### src/design/bscu_consts.vh
// constants for the branch and skip condition unit
//
// Notes on behaviour
// - three-stage designator steers governed jumps
// - operand masked by upper half for 06/07
// - upper accumulator only masks, never compared
// - 60: upper zero, or compare and equal
// - 61: lower zero, or compare and equal
// - 62: upper nonzero, or compare, not equal
// - 63: lower nonzero, or compare, not equal
// - 64: upper positive, or compare, not less
// - 65: lower positive, or compare, not less
// - 66: upper negative, or compare and less
// - 67: lower negative, or compare and less
// - taken jump loads y; each 4 us
// - counting jump: B nonzero, decrement, jump
// - satisfied skip bypasses exactly one instruction
// - skip 6 us, no skip 4.67 us (code: no skip loads 46 cycles of 100 ns, 4.6 us)
// - 50 21 skips on input idle
// - 50 22 skips on output idle
// - 50 23 skips on extfunc idle
// - 18-bit ones complement, two zeros
`ifndef BSCU_CONSTS_VH
`define BSCU_CONSTS_VH

// ==========================================================
// function and minor codes (6-bit, jump group as its top 3 bits; octal in comments)
`define BSCU_FN_JMP_HI   3'h6
`define BSCU_FN_CJUMP    6'h38
`define BSCU_FN_IO       6'h28
`define BSCU_FN_CMP      6'h02
`define BSCU_FN_CMPB     6'h03
`define BSCU_FN_CMPM     6'h06
`define BSCU_FN_CMPBM    6'h07
`define BSCU_MN_IN_IDLE  6'h11
`define BSCU_MN_OUT_IDLE 6'h12
`define BSCU_MN_EF_IDLE  6'h13
`define BSCU_MN_KEY      6'h28

// ==========================================================
// register map and fields
`define BSCU_REG_STAT    2'h0
`define BSCU_REG_KMASK   2'h1
`define BSCU_REG_CTRL    2'h2
`define BSCU_KMASK_RST   5'h1f
`define BSCU_ST_CMP      0
`define BSCU_ST_EQ       1
`define BSCU_ST_LT       2
`define BSCU_ST_BUSY     3
`define BSCU_ST_JUMP     4
`define BSCU_ST_SKIP     5
`define BSCU_ST_KEY_LO   6
`define BSCU_CTRL_CLR    0

// ==========================================================
// timing, in ns and in 100 ns cycles
`define BSCU_CLK_NS      100
`define BSCU_T_JUMP_NS   4000
`define BSCU_T_CJUMP_NS  12000
`define BSCU_T_SKIP_NS   6000
`define BSCU_T_NOSKP_NS  4670
`define BSCU_CYC_JUMP    (`BSCU_T_JUMP_NS / `BSCU_CLK_NS)
`define BSCU_CYC_CJUMP   (`BSCU_T_CJUMP_NS / `BSCU_CLK_NS)
`define BSCU_CYC_SKIP    (`BSCU_T_SKIP_NS / `BSCU_CLK_NS)
`define BSCU_CYC_NOSKP   (`BSCU_T_NOSKP_NS / `BSCU_CLK_NS)

`endif

### src/design/bscu_unit.v
// branch and skip condition unit: jump and skip decisions
//
// Design decisions made here: the placing of the registers and strobed register access.
`timescale 1ns/10ps
`default_nettype none
`include "bscu_consts.vh"

module bscu_unit
(
    input  wire        mclk_i,
    input  wire        rst_i,
    input  wire        issue_i,
    input  wire [5:0]  func_i,
    input  wire [5:0]  minor_i,
    input  wire [5:0]  k_i,
    input  wire [14:0] y_i,
    input  wire [17:0] operand_i,
    input  wire [17:0] lower_accumulator_i,
    input  wire [17:0] upper_accumulator_i,
    input  wire [17:0] b_i,
    input  wire [15:0] in_active_i,
    input  wire [15:0] out_active_i,
    input  wire [15:0] ef_active_i,
    input  wire [4:0]  skip_key_i,
    input  wire [1:0]  addr_i,
    input  wire [17:0] wdata_i,
    input  wire        wr_i,
    input  wire        rd_i,
    output reg  [17:0] rdata_o,
    output reg         busy_o,
    output reg         done_o,
    output reg         jump_o,
    output reg         skip_o,
    output reg  [14:0] target_o,
    output reg         b_we_o,
    output reg  [17:0] b_o
);

// ==========================================================
// local constants
localparam ST_IDLE = 1'b0;
localparam ST_EXEC = 1'b1;
// load values are whole numbers; cut to the counter width on purpose
localparam integer N_JUMP  = `BSCU_CYC_JUMP - 1;
localparam integer N_CJUMP = `BSCU_CYC_CJUMP - 1;
localparam integer N_SKIP  = `BSCU_CYC_SKIP - 1;
localparam integer N_NOSKP = `BSCU_CYC_NOSKP - 1;
localparam [6:0] LD_JUMP  = N_JUMP[6:0];
localparam [6:0] LD_CJUMP = N_CJUMP[6:0];
localparam [6:0] LD_SKIP  = N_SKIP[6:0];
localparam [6:0] LD_NOSKP = N_NOSKP[6:0];
localparam [6:0] LD_ONE   = 7'h00;

// ==========================================================
// state
reg         state_q;
reg  [6:0]  cnt_q;
reg         cs_q;
reg         eq_q;
reg         lt_q;
reg  [4:0]  kmask_q;
reg  [4:0]  key_s1_q;
reg  [4:0]  key_s2_q;
reg         jump_q;
reg         skip_q;
reg  [14:0] tgt_q;
reg         bwe_q;
reg  [17:0] bval_q;
reg         last_jump_q;
reg         last_skip_q;

// ==========================================================
// console keys come from a panel: two flops first
always @(posedge mclk_i)
begin
    if (rst_i)
    begin
        key_s1_q <= 5'h0_0;
        key_s2_q <= 5'h0_0;
    end
    else
    begin
        key_s1_q <= skip_key_i;
        key_s2_q <= key_s1_q;
    end
end

// ==========================================================
// instruction class decode
wire is_jmp = issue_i && (func_i[5:3] == `BSCU_FN_JMP_HI);
wire is_cjp = issue_i && (func_i == `BSCU_FN_CJUMP);
wire is_io  = issue_i && (func_i == `BSCU_FN_IO);
wire is_cmp = issue_i && ((func_i == `BSCU_FN_CMP)
                       || (func_i == `BSCU_FN_CMPB)
                       || (func_i == `BSCU_FN_CMPM)
                       || (func_i == `BSCU_FN_CMPBM));
wire take   = (state_q == ST_IDLE);

// ==========================================================
// compare: operand masked by upper half for 06 and 07
wire [17:0] m_val = func_i[2] ?
                    (operand_i & upper_accumulator_i)
                    : operand_i;
wire [18:0] al_tc;
wire [18:0] m_tc;

// the 19th bit keeps the compare free of wraparound at the ends
bscu_oc_conv
#(
    .W (18)
)
u_al_conv
(
    .x_i (lower_accumulator_i),
    .v_o (al_tc)
);

bscu_oc_conv
#(
    .W (18)
)
u_m_conv
(
    .x_i (m_val),
    .v_o (m_tc)
);

// equal and less-than stages from the aligned values
wire        c_eq  = (al_tc == m_tc);
wire        c_lt  = ($signed(al_tc) < $signed(m_tc));

// ==========================================================
// accumulator tests: only +0 is zero, sign bit decides sign
wire au_zero = (upper_accumulator_i == 18'h0_0000);
wire al_zero = (lower_accumulator_i == 18'h0_0000);
wire au_neg  = upper_accumulator_i[17];
wire al_neg  = lower_accumulator_i[17];

// ==========================================================
// counting jump: ones complement decrement of b
wire        b_nz   = (b_i != 18'h0_0000);
wire [18:0] b_oc;

bscu_oc_conv
#(
    .W (18)
)
u_b_conv
(
    .x_i (b_i),
    .v_o (b_oc)
);

// one below the value; -0 lands on -1, never on a second zero
wire [18:0] b_tc   = b_oc - 19'h0_0001;
wire [17:0] b_dec  = b_tc[18] ?
                     (b_tc[17:0] - 18'h0_0001) : b_tc[17:0];

// ==========================================================
// channel activity and console key selection
wire [3:0] ch     = k_i[3:0];
wire       key_hit = (|(k_i[4:0] & key_s2_q & kmask_q))
                     || k_i[5];

// ==========================================================
// jump decision for codes 60 to 67
reg jmp_cond;
always @*
begin
    jmp_cond = 1'b0;
    case (func_i[2:0])
        3'h0: jmp_cond = cs_q ? eq_q : au_zero;
        3'h1: jmp_cond = cs_q ? eq_q : al_zero;
        3'h2: jmp_cond = cs_q ? !eq_q : !au_zero;
        3'h3: jmp_cond = cs_q ? !eq_q : !al_zero;
        3'h4: jmp_cond = cs_q ? !lt_q : !au_neg;
        3'h5: jmp_cond = cs_q ? !lt_q : !al_neg;
        3'h6: jmp_cond = cs_q ? lt_q : au_neg;
        default: jmp_cond = cs_q ? lt_q : al_neg;
    endcase
end

// ==========================================================
// skip decision for the idle and key skips
reg skp_cond;
reg skp_known;
always @*
begin
    skp_cond  = 1'b0;
    skp_known = 1'b1;
    if (minor_i == `BSCU_MN_IN_IDLE)
        skp_cond = !in_active_i[ch];
    else if (minor_i == `BSCU_MN_OUT_IDLE)
        skp_cond = !out_active_i[ch];
    else if (minor_i == `BSCU_MN_EF_IDLE)
        skp_cond = !ef_active_i[ch];
    else if (minor_i == `BSCU_MN_KEY)
        skp_cond = key_hit;
    else
        skp_known = 1'b0;
end

// ==========================================================
// result and execution time for one accepted instruction
reg        r_jump;
reg        r_skip;
reg        r_bwe;
reg [17:0] r_bval;
reg [6:0]  r_load;
always @*
begin
    r_jump = 1'b0;
    r_skip = 1'b0;
    r_bwe  = 1'b0;
    r_bval = b_i;
    r_load = LD_ONE;
    if (is_jmp)
    begin
        r_jump = jmp_cond;
        r_load = LD_JUMP;
    end
    else if (is_cjp)
    begin
        // b left alone when zero, so no write back
        r_jump = b_nz;
        r_bwe  = b_nz;
        r_bval = b_dec;
        r_load = LD_CJUMP;
    end
    else if (is_io && skp_known)
    begin
        r_skip = skp_cond;
        r_load = skp_cond ? LD_SKIP : LD_NOSKP;
    end
end

// ==========================================================
// sequencer: hold the result until the time has run out
always @(posedge mclk_i)
begin
    if (rst_i)
    begin
        state_q <= ST_IDLE;
        cnt_q   <= 7'h00;
        jump_q  <= 1'b0;
        skip_q  <= 1'b0;
        tgt_q   <= 15'h0000;
        bwe_q   <= 1'b0;
        bval_q  <= 18'h0_0000;
    end
    else
    begin
        case (state_q)
            ST_IDLE:
            begin
                if (issue_i)
                begin
                    state_q <= ST_EXEC;
                    cnt_q   <= r_load;
                    jump_q  <= r_jump;
                    skip_q  <= r_skip;
                    tgt_q   <= y_i;
                    bwe_q   <= r_bwe;
                    bval_q  <= r_bval;
                end
            end
            default:
            begin
                if (cnt_q == 7'h00)
                    state_q <= ST_IDLE;
                else
                    cnt_q <= cnt_q - 7'h01;
            end
        endcase
    end
end

// ==========================================================
// comparison designator; a compare load beats a clear
always @(posedge mclk_i)
begin
    if (rst_i)
    begin
        cs_q <= 1'b0;
        eq_q <= 1'b0;
        lt_q <= 1'b0;
    end
    else if (take && is_cmp)
    begin
        cs_q <= 1'b1;
        eq_q <= c_eq;
        lt_q <= c_lt;
    end
    else if (take && issue_i && !is_jmp)
        cs_q <= 1'b0;
    else if (wr_i && (addr_i == `BSCU_REG_CTRL)
             && wdata_i[`BSCU_CTRL_CLR])
        cs_q <= 1'b0;
end

// ==========================================================
// outputs: results stand for the one done cycle only
wire fin = (state_q == ST_EXEC) && (cnt_q == 7'h00);
always @(posedge mclk_i)
begin
    if (rst_i)
    begin
        busy_o      <= 1'b0;
        done_o      <= 1'b0;
        jump_o      <= 1'b0;
        skip_o      <= 1'b0;
        target_o    <= 15'h0000;
        b_we_o      <= 1'b0;
        b_o         <= 18'h0_0000;
        last_jump_q <= 1'b0;
        last_skip_q <= 1'b0;
    end
    else
    begin
        busy_o   <= (take && issue_i) || (state_q == ST_EXEC && !fin);
        done_o   <= fin;
        jump_o   <= fin && jump_q;
        skip_o   <= fin && skip_q;
        target_o <= fin ? tgt_q : 15'h0000;
        b_we_o   <= fin && bwe_q;
        b_o      <= fin ? bval_q : 18'h0_0000;
        if (fin)
        begin
            last_jump_q <= jump_q;
            last_skip_q <= skip_q;
        end
    end
end

// ==========================================================
// register port: key mask write, read data one cycle later
always @(posedge mclk_i)
begin
    if (rst_i)
    begin
        kmask_q <= `BSCU_KMASK_RST;
        rdata_o <= 18'h0_0000;
    end
    else
    begin
        if (wr_i && (addr_i == `BSCU_REG_KMASK))
            kmask_q <= wdata_i[4:0];
        rdata_o <= 18'h0_0000;
        if (rd_i)
        begin
            if (addr_i == `BSCU_REG_STAT)
            begin
                rdata_o[`BSCU_ST_CMP]  <= cs_q;
                rdata_o[`BSCU_ST_EQ]   <= eq_q;
                rdata_o[`BSCU_ST_LT]   <= lt_q;
                rdata_o[`BSCU_ST_BUSY] <= (state_q == ST_EXEC);
                rdata_o[`BSCU_ST_JUMP] <= last_jump_q;
                rdata_o[`BSCU_ST_SKIP] <= last_skip_q;
                rdata_o[`BSCU_ST_KEY_LO +: 5] <= key_s2_q;
            end
            else if (addr_i == `BSCU_REG_KMASK)
                rdata_o[4:0] <= kmask_q;
        end
    end
end

endmodule

// ==========================================================
// ones complement word to a two's complement value one bit
// wider; negative zero folds onto plain zero
module bscu_oc_conv
#(
    parameter W = 18
)
(
    input  wire [W-1:0] x_i,
    output wire [W:0]   v_o
);

wire [W:0] ext_w = {x_i[W-1], x_i};
wire [W:0] one_w = {{W{1'b0}}, 1'b1};

// a negative word sits one below its two's complement twin
assign v_o = x_i[W-1] ? (ext_w + one_w) : ext_w;

endmodule
`default_nettype wire

### config.mk
export PLATFORM = sky130hd
export DESIGN_NAME = bscu_unit
export DESIGN_NICKNAME = d
export VERILOG_FILES = /design/src/design/bscu_unit.v
export VERILOG_INCLUDE_DIRS = /design/src /design/src/design
export SDC_FILE = /design/constraint.sdc
export NUM_CORES = 1
export LEC_CHECK = 0
export BUFFER_PORTS_ARGS = -buffer_cell sky130_fd_sc_hd__buf_2
export CORE_MARGIN = 4
export CORE_UTILIZATION = 52
export DETAILED_ROUTE_END_ITERATION = 8
export PLACE_DENSITY = 0.9
export SLEW_MARGIN = 20
export SYNTH_ARGS = -nofsm -noshare
export SYNTH_HDL_FRONTEND = slang
export SYNTH_SLANG_ARGS = --single-unit
### constraint.sdc
create_clock -name mclk_i -period 5.1 [get_ports mclk_i]
set_input_delay 0.51 -clock mclk_i [delete_from_list [all_inputs] [get_ports mclk_i]]
set_output_delay 0.51 -clock mclk_i [all_outputs]
set_load 0.02 [all_outputs]
==> out/metrics.csv <==
stage,metric,value,unit
outcome,status,finished clean,
sta,period_share,0.812,
detailed_routing,antenna_violating_nets_post_route,0,
global_routing,grt_overflow,0,
logic_synthesis,synth_seq_area_share,0.307,
clock_tree,cts_root_buf,sky130_fd_sc_hd__clkbuf_16,
cells_and_area,final_common_cell,sky130_fd_sc_hd__buf_2,
logic_synthesis,synth_largest_area_cell,sky130_fd_sc_hd__dfxtp_1,
global_routing,track_usage,0.251,
global_routing,grt_max_degree,52,
logic_synthesis,netlist_area,7310,µm²
critical_path,critical_path_peak_fanout,15,
logic_synthesis,synth_top_cells_by_area,"sky130_fd_sc_hd__dfxtp_1 (31%), sky130_fd_sc_hd__xnor2_1 (5.8%), sky130_fd_sc_hd__ha_1 (5.0%)",
place,io_buffers,218,
logic_synthesis,synth-seq-cells,112,
place,routabilityCongestion,0.983,
critical_path,slowest_stage,sky130_fd_sc_hd__o21ai_0,
critical_path,crit_path_kind,input port to register,
global_routing,grt_antenna_before_repair,2,
power_and_ir_drop,static-leakage-power,3.75,nW
detailed_routing,first_pass_iters,5,
sta,timing.final.setup_violations,0,
min_path,worst_hold_class,input port to register,
sta,grt_setup_unrepaired,false,
die,floorplan.initialDensity,0.529,
sta,totalNegativeSetupSlack,0,ns
sta,finalClockSkew,0.0138,ns
sta,max_slew_margin,0.410,
logic_synthesis,synth.distinct_cells,76,
global_routing,grt_pass1_wl,33300,µm
die,number_of_placed_i_o_pins,239,
critical_path,worst_setup_path_end_kind,register,
critical_path,path_cells,"buf_2, inv_1, o21ai_0, inv_1, ha_1, nand2_1, nor3_1, and2_0, and2_1, xor2_1, ha_1, nand4_1, o311ai_0, a21oi_1, o21ai_0, a31oi_1, o311a_1",
cells_and_area,layout-drive-gt1-share,0.256,
clock_tree,clock_path_buffers,2,
critical_path,critPathRequiredTime,5.33,ns
clock_tree,clk_transition_reported_paths,0.07,ns
cells_and_area,post_layout_nets,1279,
sta,fmax,242,MHz
critical_path,crit_arrival,4.37,ns
die,die-area,16000,µm²
clock_tree,cts.repair.resized,0,
power_and_ir_drop,power_density,243,nW/µm²
global_routing,use_met2,0.475,
die,vertical_die_dimension,127,µm
logic_synthesis,asyncSetResetFlopFracSynth,0,
clock_tree,worstSkewPairLatency,0.34,ns
global_routing,via_count_of_the_first_global_routing_pass,6821,
cells_and_area,commonest_non_fill_non_tap_cells_in_the_layout,"sky130_fd_sc_hd__buf_2 (218), sky130_fd_sc_hd__dfxtp_1 (112), sky130_fd_sc_hd__nand2_1 (96)",
logic_synthesis,count_of_mapped_cells_out_of_synthesis,883,
detailed_routing,num_vias,7253,
die,core_area,13800,µm²
logic_synthesis,ys_dominant_reg_cell,sky130_fd_sc_hd__dfxtp_1,
clock_tree,cts-buffers-inserted,9,
cells_and_area,final_cell_count_no_fill,1254,
cells_and_area,flow.area_growth_from_synthesis,19.4,%
detailed_routing,detail_route.iter0.violations,560,
power_and_ir_drop,vdd_drop_max,227,µV
detailed_routing,remaining_design_rule_violation_count,0,
clock_tree,cts.sink_count,112,
detailed_routing,drt-wirelength-per-cell,17.0,µm
place,detailedPlacementHpwl,16600,µm
power_and_ir_drop,finalPower,2.13,mW
sta,post-route-min-period,4.14,ns
clock_tree,cts_hold_buf,0,
critical_path,critical-path-max-stage-delay,0.51,ns
sta,transition_time_at_the_pin_with_the_least_slew_margin,0.873,ns
die,rows,43,
clock_tree,number_of_h_tree_levels,3,
global_routing,grt_util_met1,0.292,
sta,maxSlewViolCount,0,
cells_and_area,nFillCells,1193,
logic_synthesis,synthesis.area_per_instance,8.28,µm²
detailed_routing,route.detailed.vias_per_inst,5.78,
logic_synthesis,ys_warn_count,0,
run,max_cap_violations,0,
clock_tree,tritoncts_clock_tree,done,
global_routing,grt.busiest_layer,met2,
critical_path,crit_path_start_kind,input port,
logic_synthesis,synth_edf_count,0,
global_routing,grtUsageMet3,0.0354,
clock_tree,post_cts_buffers,0,
sta,timing.final.hold_violations,0,
place,numPlacedInstances,1236,
logic_synthesis,synth_top_area_frac,0.307,
cells_and_area,layout_utilization,0.631,
die,die_width,127,µm
detailed_routing,postRouteWirelength,21300,µm
[kinds of logic (layout without fill, tap and decap cells)]
| logic type | Yosys count | after routing | share of synthesized area |
|---|---|---|---|
| buf+inv | 78 | 261 | 0.0481 |
| flops | 112 | 112 | 0.307 |
| simple gates | 382 | 382 | 0.278 |
| fa+ha+maj | 29 | 29 | 0.0496 |
| xor+xnor | 70 | 70 | 0.0858 |
| other cells | 1 | 9 | 0.000513 |
| compound gates | 175 | 175 | 0.156 |
| mux | 36 | 36 | 0.0750 |
[worst max-delay path, delay by kind of cell]
kind | cells | cell delay (ns)
compound gates | 6 | 1.76
simple gates | 5 | 0.84
buf+inv | 3 | 0.56
fa+ha+maj | 2 | 0.51
xor+xnor | 1 | 0.19
[per-stage QoR]
stage	setup WS, ns	instance area (µm²)	hold WS, ns
global route	0.711	8730	0.395
finish	0.961	8730	0.389
global placement	0.732	8420	0.415
CTS	1.06	8720	0.381
detailed placement	0.719	8420	0.427
floorplan	1.28	7330	0.414
[cell usage after synthesis, types with 16 or more instances]
| cell type | n |
|---|---|
| sky130_fd_sc_hd__xor2_1 | 21 |
| sky130_fd_sc_hd__nor4_1 | 16 |
| sky130_fd_sc_hd__mux2i_1 | 21 |
| sky130_fd_sc_hd__dfxtp_1 | 112 |
| sky130_fd_sc_hd__a21oi_1 | 55 |
| sky130_fd_sc_hd__nand4_1 | 22 |
| sky130_fd_sc_hd__inv_1 | 22 |
| sky130_fd_sc_hd__xnor2_1 | 48 |
| sky130_fd_sc_hd__nand2_1 | 96 |
| sky130_fd_sc_hd__ha_1 | 29 |
| sky130_fd_sc_hd__and2_1 | 47 |
| sky130_fd_sc_hd__nor2_1 | 58 |
| sky130_fd_sc_hd__nor2b_1 | 17 |
| sky130_fd_sc_hd__nand3_1 | 31 |
| sky130_fd_sc_hd__o21ai_0 | 47 |
| sky130_fd_sc_hd__and3_1 | 17 |
| sky130_fd_sc_hd__clkbuf_1 | 31 |
| sky130_fd_sc_hd__nor3_1 | 24 |
[registers in the layout, indices dropped and copies added, names as in the netlist]
name	flops
b_o	18
state_q	1
cs_q	1
bval_q	18
cnt_q	7
target_o	15
tgt_q	15
last_skip_q	1
key_s1_q	5
done_o	1
eq_q	1
skip_o	1
skip_q	1
lt_q	1
kmask_q	5
last_jump_q	1
rdata_o	11
jump_q	1
bwe_q	1
key_s2_q	5
jump_o	1
b_we_o	1
[power breakdown]
group / leakage, nW / total (mW) / internal [mW] / switching, mW
registers: 0.913 / 0.940 / 0.916 / 0.0243
clock network: 0.151 / 0.702 / 0.362 / 0.340
logic: 2.69 / 0.483 / 0.200 / 0.283
[final cells by class]
class | count | area [µm²] | area share
repair buffers | 222 | 1120 | 0.128
inverters | 23 | 86.3 | 0.00989
clock buffers | 10 | 239 | 0.0274
diodes | 2 | 5.00 | 0.000573
well taps | 180 | 225 | 0.0258
clock inverters | 6 | 65.1 | 0.00745
multi-input cells | 699 | 4750 | 0.544
flip-flops and latches | 112 | 2240 | 0.257
[per-layer routing]
metal,share of wire,routed length [µm]
met2,0.52,11100
met1,0.38,8150
met5,0,0
met3,0.073,1560
met4,0.025,527
[final timing paths]
kind	startpoint	to	cells past startpoint	slack, ns
hold / removal	wdata_i[1]	kmask_q[1]	3	0.39
hold reg to reg	key_s1_q[3]	key_s2_q[3]	1	0.44
setup reg to reg	cnt_q[0]	cnt_q[5]	11	2.19
setup / recovery	func_i[2]	lt_q	17	0.96
Note: power is estimated with default switching activity, not from simulation.
